**config.mk**
```make
export PLATFORM = sky130hd
export DESIGN_NAME = uifl_flags
export DESIGN_NICKNAME = d
export VERILOG_FILES = /design/src/logic/uifl_pkg.sv /design/src/logic/uifl_sticky_bit.sv /design/src/logic/uifl_break_detect.sv /design/src/logic/uifl_flags.sv
export SDC_FILE = /design/constraint.sdc
export NUM_CORES = 1
export LEC_CHECK = 0
export ABC_CLOCK_PERIOD_IN_PS = 2700
export BUFFER_PORTS_ARGS = -buffer_cell sky130_fd_sc_hd__buf_2
export CAP_MARGIN = 20
export CORE_MARGIN = 2
export CORE_UTILIZATION = 34
export DETAILED_ROUTE_END_ITERATION = 7
export PLACE_DENSITY = 0.63
export SLEW_MARGIN = 20
export SYNTH_ARGS = -nofsm -noshare
export SYNTH_HDL_FRONTEND = slang
export SYNTH_SLANG_ARGS = --single-unit
export TNS_END_PERCENT = 1
```
**constraint.sdc**
```tcl
create_clock -name clk -period 2.7 [get_ports clk]
set_input_delay 0.54 -clock clk [delete_from_list [all_inputs] [get_ports clk]]
set_output_delay 0.54 -clock clk [all_outputs]
set_load 0.02 [all_outputs]
```
**src/logic/uifl_pkg.sv**
```systemverilog
package uifl_pkg;
    localparam logic [11:0] UIFL_OFS_INT_EN   = 12'h00c;
    localparam logic [11:0] UIFL_OFS_INT_FL   = 12'h010;
    localparam logic [11:0] UIFL_OFS_PORT_CTL = 12'h020;
    localparam logic [11:0] UIFL_OFS_STATUS   = 12'h024;
    localparam int UIFL_NUM_FLAGS = 9;
    localparam int UIFL_BIT_FRAME    = 0;
    localparam int UIFL_BIT_PARITY   = 1;
    localparam int UIFL_BIT_CTS      = 2;
    localparam int UIFL_BIT_OVERRUN  = 3;
    localparam int UIFL_BIT_RX_LVL   = 4;
    localparam int UIFL_BIT_TX_AE    = 5;
    localparam int UIFL_BIT_TX_LVL   = 6;
    localparam int UIFL_BIT_BREAK    = 7;
    localparam int UIFL_BIT_RECEIVE_IDLE_TIMEOUT_FLAG    = 8;
    localparam int UIFL_CTL_TX_LSB   = 0;
    localparam int UIFL_CTL_RX_LSB   = 8;
    localparam int UIFL_FIFO_DEPTH   = 8;
    localparam int UIFL_LVL_W        = 4;
    localparam logic [8:0]  UIFL_FLAGS_RESET  = 9'h000;
    localparam logic [8:0]  UIFL_EN_RESET     = 9'h000;
    localparam logic [3:0]  UIFL_TX_LVL_RESET = 4'h0;
    localparam logic [3:0]  UIFL_RX_LVL_RESET = 4'h1;
    localparam logic [3:0]  UIFL_AE_COUNT     = 4'h1;
endpackage

```
**src/logic/uifl_sticky_bit.sv**
```systemverilog
`timescale 1ns/1ps
module uifl_sticky_bit
    import uifl_pkg::*;
(
    input  wire logic clk,
    input  wire logic rst_b,
    input  wire logic set_event,
    input  wire logic clear_one,
    output logic      flag
);
    // Set beats clear in the same cycle
    always_ff @(posedge clk) begin
        if (!rst_b) begin
            flag <= 1'b0;
        end else if (set_event) begin
            flag <= 1'b1;
        end else if (clear_one) begin
            flag <= 1'b0;
        end
    end
endmodule

```
**src/logic/uifl_break_detect.sv**
```systemverilog
`timescale 1ns/1ps
module uifl_break_detect
    import uifl_pkg::*;
(
    input  wire logic clk,
    input  wire logic rst_b,
    input  wire logic break_frame,
    input  wire logic char_frame,
    output logic      first_break
);
    logic in_break_reg;

    // Sequence of breaks ends at first normal character
    always_ff @(posedge clk) begin
        if (!rst_b) begin
            in_break_reg <= 1'b0;
        end else if (break_frame) begin
            in_break_reg <= 1'b1;
        end else if (char_frame) begin
            in_break_reg <= 1'b0;
        end
    end

    assign first_break = break_frame && !in_break_reg;
endmodule

```
**src/logic/uifl_flags.sv**
```systemverilog
`timescale 1ns/1ps
// Operation
// A receive frame timeout sets flag bit 8, which stays set until cleared.
// Only the first break frame of a run of breaks sets flag bit 7.
// Flag bit 6 is set while the transmit FIFO count is at or below the transmit threshold.
// The transmit threshold flag sets again at once while its condition holds after a clear.
// Flag bit 5 is set when exactly one byte remains in the transmit FIFO.
// Flag bit 4 is set while the receive FIFO count is at or above the receive threshold.
// The receive threshold flag sets again after a clear while the count stays at threshold.
// Flag bit 3 is set when a character arrives while the receive FIFO is full.
// Flag bit 2 is the CTS change flag, cleared by writing one.
// Flag bit 1 is set by a receive parity error only, never by transmission.
// Flag bit 0 is set by a framing error during reception.
// Every flag is sticky and cleared only by writing one to its bit.
// Any change of the CTS input level raises the CTS flag.
// An enable register at 0x00c gates each flag onto the request output.
// Writing zero leaves a flag unchanged, and all flags are zero after reset.
// A set event in the cycle of a clear wins, so no event is lost.
module uifl_flags
    import uifl_pkg::*;
#(
    parameter int LVL_W = UIFL_LVL_W
) (
    input  wire logic             clk,
    input  wire logic             rst_b,
    input  wire logic             psel,
    input  wire logic             penable,
    input  wire logic             pwrite,
    input  wire logic [11:0]      paddr,
    input  wire logic [31:0]      pwdata,
    output logic      [31:0]      prdata,
    output logic                  pready,
    output logic                  pslverr,
    input  wire logic [LVL_W-1:0] tx_fifo_count,
    input  wire logic [LVL_W-1:0] rx_fifo_count,
    input  wire logic             rx_fifo_full,
    input  wire logic             rx_char_valid,
    input  wire logic             rx_timeout,
    input  wire logic             rx_break_frame,
    input  wire logic             rx_parity_error,
    input  wire logic             rx_frame_error,
    input  wire logic             cts_in,
    output logic      [LVL_W-1:0] tx_threshold,
    output logic      [LVL_W-1:0] rx_threshold,
    output logic                  irq_request
);
    logic [UIFL_NUM_FLAGS-1:0] flags;
    logic [UIFL_NUM_FLAGS-1:0] set_vec;
    logic [UIFL_NUM_FLAGS-1:0] clear_vec;
    logic [UIFL_NUM_FLAGS-1:0] enable_reg;
    logic [LVL_W-1:0]          tx_lvl_reg;
    logic [LVL_W-1:0]          rx_lvl_reg;
    logic                      cts_prev_reg;
    logic                      cts_seen_reg;
    logic                      first_break;
    logic                      wr_access;
    logic                      addr_ok;

    assign wr_access = psel && penable && pwrite;
    assign addr_ok   = (paddr == UIFL_OFS_INT_EN) || (paddr == UIFL_OFS_INT_FL)
                    || (paddr == UIFL_OFS_PORT_CTL) || (paddr == UIFL_OFS_STATUS);
    assign pready    = 1'b1;
    assign pslverr   = psel && penable && !addr_ok;

    uifl_break_detect u_break (
        .clk         (clk),
        .rst_b       (rst_b),
        .break_frame (rx_break_frame),
        .char_frame  (rx_char_valid),
        .first_break (first_break)
    );

    // CTS level tracker; first sample after reset is not a change
    always_ff @(posedge clk) begin
        if (!rst_b) begin
            cts_prev_reg <= 1'b0;
            cts_seen_reg <= 1'b0;
        end else begin
            cts_prev_reg <= cts_in;
            cts_seen_reg <= 1'b1;
        end
    end

    always_comb begin
        set_vec = '0;
        set_vec[UIFL_BIT_RECEIVE_IDLE_TIMEOUT_FLAG]   = rx_timeout;
        set_vec[UIFL_BIT_BREAK]   = first_break;
        set_vec[UIFL_BIT_TX_LVL]  = (tx_fifo_count <= tx_lvl_reg);
        set_vec[UIFL_BIT_TX_AE]   = (tx_fifo_count == LVL_W'(UIFL_AE_COUNT));
        set_vec[UIFL_BIT_RX_LVL]  = (rx_fifo_count >= rx_lvl_reg);
        set_vec[UIFL_BIT_OVERRUN] = rx_char_valid && rx_fifo_full;
        set_vec[UIFL_BIT_CTS]     = cts_seen_reg && (cts_in != cts_prev_reg);
        set_vec[UIFL_BIT_PARITY]  = rx_parity_error;
        set_vec[UIFL_BIT_FRAME]   = rx_frame_error;
    end

    // Write-one-to-clear; zero bits leave flags alone
    assign clear_vec = (wr_access && paddr == UIFL_OFS_INT_FL)
                     ? pwdata[UIFL_NUM_FLAGS-1:0] : '0;

    genvar gi;
    generate
        for (gi = 0; gi < UIFL_NUM_FLAGS; gi++) begin : g_flag
            uifl_sticky_bit u_bit (
                .clk       (clk),
                .rst_b     (rst_b),
                .set_event (set_vec[gi]),
                .clear_one (clear_vec[gi]),
                .flag      (flags[gi])
            );
        end
    endgenerate

    always_ff @(posedge clk) begin
        if (!rst_b) begin
            enable_reg <= UIFL_EN_RESET;
        end else if (wr_access && paddr == UIFL_OFS_INT_EN) begin
            enable_reg <= pwdata[UIFL_NUM_FLAGS-1:0];
        end
    end

    always_ff @(posedge clk) begin
        if (!rst_b) begin
            tx_lvl_reg <= LVL_W'(UIFL_TX_LVL_RESET);
            rx_lvl_reg <= LVL_W'(UIFL_RX_LVL_RESET);
        end else if (wr_access && paddr == UIFL_OFS_PORT_CTL) begin
            tx_lvl_reg <= pwdata[UIFL_CTL_TX_LSB +: LVL_W];
            rx_lvl_reg <= pwdata[UIFL_CTL_RX_LSB +: LVL_W];
        end
    end

    assign tx_threshold = tx_lvl_reg;
    assign rx_threshold = rx_lvl_reg;

    // Request only when flag and enable agree
    always_ff @(posedge clk) begin
        if (!rst_b) begin
            irq_request <= 1'b0;
        end else begin
            irq_request <= |(flags & enable_reg);
        end
    end

    always_ff @(posedge clk) begin
        if (!rst_b) begin
            prdata <= '0;
        end else if (psel && !penable && !pwrite) begin
            prdata <= '0;
            case (paddr)
                UIFL_OFS_INT_EN:   prdata[UIFL_NUM_FLAGS-1:0] <= enable_reg;
                UIFL_OFS_INT_FL:   prdata[UIFL_NUM_FLAGS-1:0] <= flags;
                UIFL_OFS_PORT_CTL: begin
                    prdata[UIFL_CTL_TX_LSB +: LVL_W] <= tx_lvl_reg;
                    prdata[UIFL_CTL_RX_LSB +: LVL_W] <= rx_lvl_reg;
                end
                UIFL_OFS_STATUS: begin
                    prdata[0] <= cts_prev_reg;
                end
                default: prdata <= '0;
            endcase
        end
    end
endmodule

```
==> summary.txt, run 1 <==
CTS
  – Max clock buf depth: 2
  – Post-cts resize count: 0
  – TritonCTS clock tree: done
  – H-tree levels: 2
  – TritonCTS buffer count: 5
  – Clock Sink Count: 42
  – Worst-path clk slew: about 80 ps
  – Latest clock arrival within the worst-skew pair: about 290 ps
  – CTS Hold Bufs: 0
  – Setup Buffers After CTS: 0
  – CTS Root Cell: clkbuf_8

STA
  – Final min period: 2309 ps
  – Fmax: 0.4331 GHz
  – Endpoints failing setup: 0
  – Final worst path period share: between 80% and 90%
  – Final hold slack: ~450 ps
  – Hold Fails Final Rpt: 0
  – Setup TNS: 0 ps
  – RSZ-0062 raised after global routing: false
  – Worst clock skew: 9.846 ps
  – Slew Limit Fails: 0

Synth
  – Main synth FF type: dfxtp_1
  – Post-Synth XOR/XNOR Area: less than 1%
  – Cell area after synthesis: 2213 um^2
  – Synth warnings: 0
  – Largest area contributor in the netlist: dfxtp_1
  – Post-Synth Simple-Gate Area: 19.05%
  – Complex-gate fraction of the synthesized area: around 17%
  – Main combinational cell family by area after synthesis: simple AND/OR/NAND/NOR gates
  – Register area share after synthesis: a little under two fifths
  – Number of library cell types mapped by synthesis: 48
  – Async SR Flop Fraction: 0%
  – Mean post-synth cell area: around 9.0 um^2
  – Adder-Cell Fraction of Synth Area: between 4 and 5%
  – Mux contribution to synthesized area: between 8 and 9%
  – Post-Syn Instances: 247
  – Top post-synthesis cells by count: dfxtp_1, nand2_1, buf_4
  – Top cells by area, synth: dfxtp_1, mux2i_1, buf_4
  – Post-synth EDFFs: 0
  – Synth top area share: a little under two fifths
  – Most frequent cell after synthesis: dfxtp_1
  – Seq cells post-synth: 42

Power
  – VDD IR max: ~260 uV
  – Power density over the cells: 453.1 nW/um^2
  – Leak: around 0.0012 uW

Global routing
  – Vias in the first global route: 1,772
  – Tot GR Track Use: between 10% and 20%
  – Pin count of the biggest net entering global routing: 48
  – First-pass GRT wire length: approximately 8600 um
  – Congestion Overflow GR: 0
  – Initial antenna violation count: 0

Final layout
  – Max FFs per register: 12
  – Post-route cell area: between 2000 and 3000 um^2
  – P&R area growth vs syn: 20.07%
  – Nets: 388
  – Share of cells above drive strength 1: around 28%
  – Final Non-Filler Cells: 394
  – Antenna diodes: 0

Placed design
  – Placed cell count: about 390
  – # port buffers: 65
  – HPWL Detailed: 4089 um
  – DP Area: 2562 um^2
  – Routability congestion estimate: slightly above 0.8

Routing
  – Average vias per placed instance: approximately 5
  – DR top layer: met4
  – Post-route ant nets: 0
  – DRT Pass-1 Iters: 4
  – Post-DR wirelength/cell: roughly 14 um
  – Metal1 wirelength: ~2600 um
  – # DRC: 0
  – Routed wl met2: about 2400 um
  – DRT Wirelength: about 5400 um
  – Met3 WL post-DR: 350 um
  – Iter 0 DRT Violations: 73
  – Vias: 1,958

Critical path
  – R2r startpoint: tx_threshold[1]
  – Cell repeated most along the worst path: buf_2
  – Crit-path max cell delay: 610 ps
  – Critical path data required time: 2160 ps
  – Worst Setup Start Kind: input port
  – CP Cell Sequence: buf_2, or4_1, nor3_1, a31oi_1, buf_2
  – Max FO, Critical Path: 3
  – CP max-delay cell: or4_1
  – CP arrival: approximately 1800 ps
  – CP Class: input port to primary output
  – Crit. End Element: primary output
  – Setup crit start: paddr[7]

Job
  – Max Cap Viol: 0

Status
  – Status: complete, no violations

Floorplan
  – Chip Width: roughly 85 um
  – Die area: ~7000 um^2
  – Die height: about 85 um
  – Starting Density: roughly a third
  – Std cell rows: 29
  – # IOs: approximately 110
  – CORE AREA: about 6300 um^2

Worst hold path
  – Hold_sp: pwdata[0]
  – Hold Path Class: input port to flip-flop
[cell usage in the layout (no fill, tap or decap), types with 8 or more instances in the layout]
cell     synthesis  final
buf_4           21      9
dfxtp_1         42     42
buf_2            1     65
nand2_1         31     31
mux2i_1         18     18
nor2_1          12     12
o21ai_0          8      8
ha_1             8      8
inv_1           12     12
conb_1           2     21
[metal layers]
| metal | vias up | GRT usage, % |
|---|---|---|
| li1 | 988 | - |
| met1 | 898 | 21.19 |
| met2 | 65 | 23.19 |
| met3 | 7 | 3.441 |
| met4 | 0 | 5.339 |
| met5 | - | 0 |
[final cells by class]
cell class | count | area (um^2)
clock buffers | 6 | 82.58
clock inverters | 2 | 12.51
fillers | 649 | 3656
inverters | 13 | 48.80
multi-input cells | 180 | 1184
flip-flops and latches | 42 | 840.8
well taps | 77 | 96.34
repair buffers | 74 | 392.9
[stage by stage]
stage | utilization [%] | total power [uW] | setup WS [ps]
after floorplan | - | 762.2 | 467.0
after global placement | 40.59 | 795.5 | 390.6
after detailed placement | 40.59 | 798.1 | 387.6
after CTS | 42.09 | 1219 | 386.9
after global routing | 42.09 | 1262 | 346.1
final | 42.09 | 1204 | 391.1
[logic make-up after synthesis]
group,count (synthesis)
AND/OR/NAND/NOR,79
other,2
XOR/XNOR,2
flip-flops,42
buffers and inverters,44
adder cells (fa/ha/maj),8
multiplexers,18
AO/OA/AOI/OAI,52
[report_power, final]
part           switching, uW  internal (uW)
combinational           90.0           53.1
sequential              9.66            631
clock                    215            206
[worst max-delay path, delay by kind of cell]
kind,cells,cell delay [ps]
buf+inv,2,270
simple gates,2,840
compound gates,1,120
[path summary, 6_finish.rpt]
path	endpoint	slack, ps	cells past startpoint
worst min-delay path	g_flag[0].u_bit.flag	450	2
worst max-delay path	pslverr	390	5
worst max register to register	g_flag[6].u_bit.flag	1340	6
worst min register to register	enable_reg[1]	480	2
Power figures use the tool's default switching activity.
==> run 2, diff against run 1 <==
- ABC_CLOCK_PERIOD_IN_PS: 2700 -> 2000
- PLACE_DENSITY: 0.63 -> 0.65
- clock period: 2.7 -> 2 ns (I/O delays scaled with it)
==> run 2 against run 1 <==
Effect of this change: non-clock buffer count is 16 higher; setup slack worse by 320 ps; wire length rose by 1.7%; global-route usage grew 0.65 points; via count grew 2.5%; clock power is 97% higher; clock-buffer cell count stayed put; critical path type unchanged.
==> summary.txt, run 2 (synthesized netlist as in run 1, its figures left out) <==
Routing
  – Routed wl met2: 2584 um (+9.8%)
  – DRT Pass-1 Iters: 4 (unchanged)
  – Met3 WL post-DR: 326 um (-6.9%)
  – Iter 0 DRT Violations: 119 (+63%)
  – Vias: 2,007 (+2.5%)
  – Post-route ant nets: 0 (unchanged)
  – # DRC: 0 (unchanged)
  – Metal1 wirelength: 2484 um (-5.3%)
  – DR top layer: met4
  – DRT Wirelength: 5493 um (+1.7%)
  – Average vias per placed instance: 4.895 (-1.5%)
  – Post-DR wirelength/cell: 13.40 um (-2.3%)

Final layout
  – Finished Core Util: 45.72% (+3.6 points)
  – Share of cells above drive strength 1: 32.43% (+4.7 points)
  – Post-route cell area: 2887 um^2 (+8.6%)
  – Most frequent cells in the layout: buf_2, dfxtp_1, nand2_1
  – Storage element area: 840.8 um^2 (unchanged)
  – Most common cell after layout, fill and taps aside: buf_2
  – P&R area growth vs syn: 30.41%
  – Antenna diodes: 0 (unchanged)
  – Fill cells: 630 (-2.9%)
  – Max FFs per register: 12 (unchanged)
  – Nets: 404 (+4.1%)
  – Multi-input combinational cell area: 1205 um^2 (+1.8%)

CTS
  – Worst-path clk slew: 80 ps (about the same)
  – Latest clock arrival within the worst-skew pair: 300 ps (about the same)
  – Max clock buf depth: 2 (unchanged)
  – H-tree levels: 2 (unchanged)
  – CTS Root Cell: clkbuf_8
  – TritonCTS buffer count: 5 (unchanged)
  – Clock Sink Count: 42 (unchanged)
  – TritonCTS clock tree: done

Floorplan
  – Die area: 7172 um^2 (unchanged)
  – Std cell rows: 29 (unchanged)
  – CORE AREA: 6314 um^2 (unchanged)
  – Starting Density: 35.06% (unchanged)
  – Die height: 84.69 um (unchanged)
  – # IOs: 107 (unchanged)
  – Chip Width: 84.69 um (unchanged)

Critical path
  – Cell repeated most along the worst path: buf_4
  – Worst Path Buf+Inv: 3 (+1)
  – Crit. End Element: primary output
  – Cell family with most CP delay: simple AND/OR/NAND/NOR gates
  – Max FO, Critical Path: 3 (unchanged)
  – CP max-delay cell: or4_4
  – R2r startpoint: tx_threshold[1]
  – Setup crit start: paddr[8]
  – Crit-path max cell delay: 540 ps (-70 ps)
  – Worst Setup Start Kind: input port
  – CP Class: input port to primary output
  – Critical path data required time: 1600 ps (-560 ps)
  – CP arrival: 1530 ps (-240 ps)
  – CP Cell Sequence: buf_2, or4_4, nor3_2, buf_4, a31oi_1, buf_4

Worst hold path
  – Hold_sp: pwdata[0]
  – Hold Path Class: input port to flip-flop

Power
  – Leak: 0.001268 uW (+10%)
  – Net Sw Frac: 22.78% (-3.3 points)
  – Clk pwr share: 43.3% (+8.4 points)
  – Reg power frac: 45.2% (-8.0 points)
  – Internal Power: 1476 uW (+66%)
  – Gate power share: 11.5% (-0.4 points)
  – VDD IR max: 335.0 uV (+28%)
  – Power density over the cells: 662.3 nW/um^2 (+46%)
  – Psw: 435.5 uW (+39%)

Global routing
  – First-pass GRT wire length: 8942 um (+3.6%)
  – Tot GR Track Use: 15.86% (+0.65 points)
  – Vias in the first global route: 1,914 (+8.0%)
  – Initial antenna violation count: 0 (unchanged)
  – Pin count of the biggest net entering global routing: 36 (-25%)
  – Congestion Overflow GR: 0 (unchanged)

Placed design
  – Routability congestion estimate: 0.7797 (-4.7%)
  – # port buffers: 65 (unchanged)
  – DP Area: 2705 um^2 (+5.6%)
  – HPWL Detailed: 4270 um (+4.4%)

STA
  – Final worst path period share: 96.31%
  – Final min period: just under 2000 ps
  – Slew Limit Fails: 0 (unchanged)
  – RSZ-0062 raised after global routing: false
  – Endpoints failing setup: 0 (unchanged)
  – Worst clock skew: 6.804 ps (-3.041 ps)
  – Hold Fails Final Rpt: 0 (unchanged)
  – Fmax: approximately 0.52 GHz

Job
  – Max Cap Viol: 0 (unchanged)

Status
  – Status: complete, no violations
-- run 2: repair_timing --
item / in CTS / in global routing
buffers inserted: 0 / 2
pin swaps: 0 / 3
setup endpoints to repair: 1 / 1
endpoints found under the hold margin: 0 / 0
gates resized for setup: 2 / 4
hold buffers: 0 / 0
-- run 2: final cells by class --
| class | count | area share [%] |
|---|---|---|
| well taps | 77 | 3.338 |
| multi-input cells | 180 | 41.74 |
| clock buffers | 6 | 2.861 |
| inverters | 13 | 1.691 |
| clock inverters | 2 | 2.081 |
| flip-flops and latches | 42 | 29.13 |
| repair buffers | 90 | 19.16 |
-- run 2: power by group through the flow --
| stage | sequential [uW] | combinational [uW] | clock, uW |
|---|---|---|---|
| finish | 865 | 219 | 828 |
| global route | 867 | 245 | 886 |
| CTS | 865 | 214 | 842 |
| detailed placement | 884 | 212 | 0 |
| global placement | 884 | 209 | 0 |
| floorplan | 880 | 149 | 0 |
-- run 2: final timing paths --
check | cells past startpoint | to | slack, ps
min | 2 | g_flag[0].u_bit.flag | 300
min reg2reg | 2 | tx_threshold[2] | 480
max reg2reg | 6 | g_flag[6].u_bit.flag | 650
max | 6 | pslverr | 70
-- run 2: worst reg2reg max path, stage by stage, from the launching register on --
cell and delay [ps]:
dfxtp_1 420, inv_1 70, ha_1 280, nand2b_1 50
a21oi_1 120, nor2_1 50, o31a_1 260
-- run 2: layer usage --
metal,vias up,global-route usage (%)
met5,-,0
li1,1015,-
met2,68,24.62
met3,12,5.211
met1,912,20.74
met4,0,5.483
-- run 2: per-stage QoR --
| stage | cells | setup WS [ps] | setup TNS, ps | hold WS, ps | power (uW) |
|---|---|---|---|---|---|
| 6_report | 410 | 73.80 | 0 | 297.5 | 1912 |
| 5_1_grt | 410 | 16.40 | 0 | 291.2 | 1997 |
| 4_1_cts | 408 | 12.75 | 0 | 291.9 | 1920 |
| 3_5_place_dp | 400 | -85.36 | -861.6 | 464.4 | 1096 |
| 3_3_place_gp | 400 | -73.33 | -300.0 | 458.6 | 1093 |
| 2_1_floorplan | 266 | 47.05 | 0 | 427.7 | 1029 |
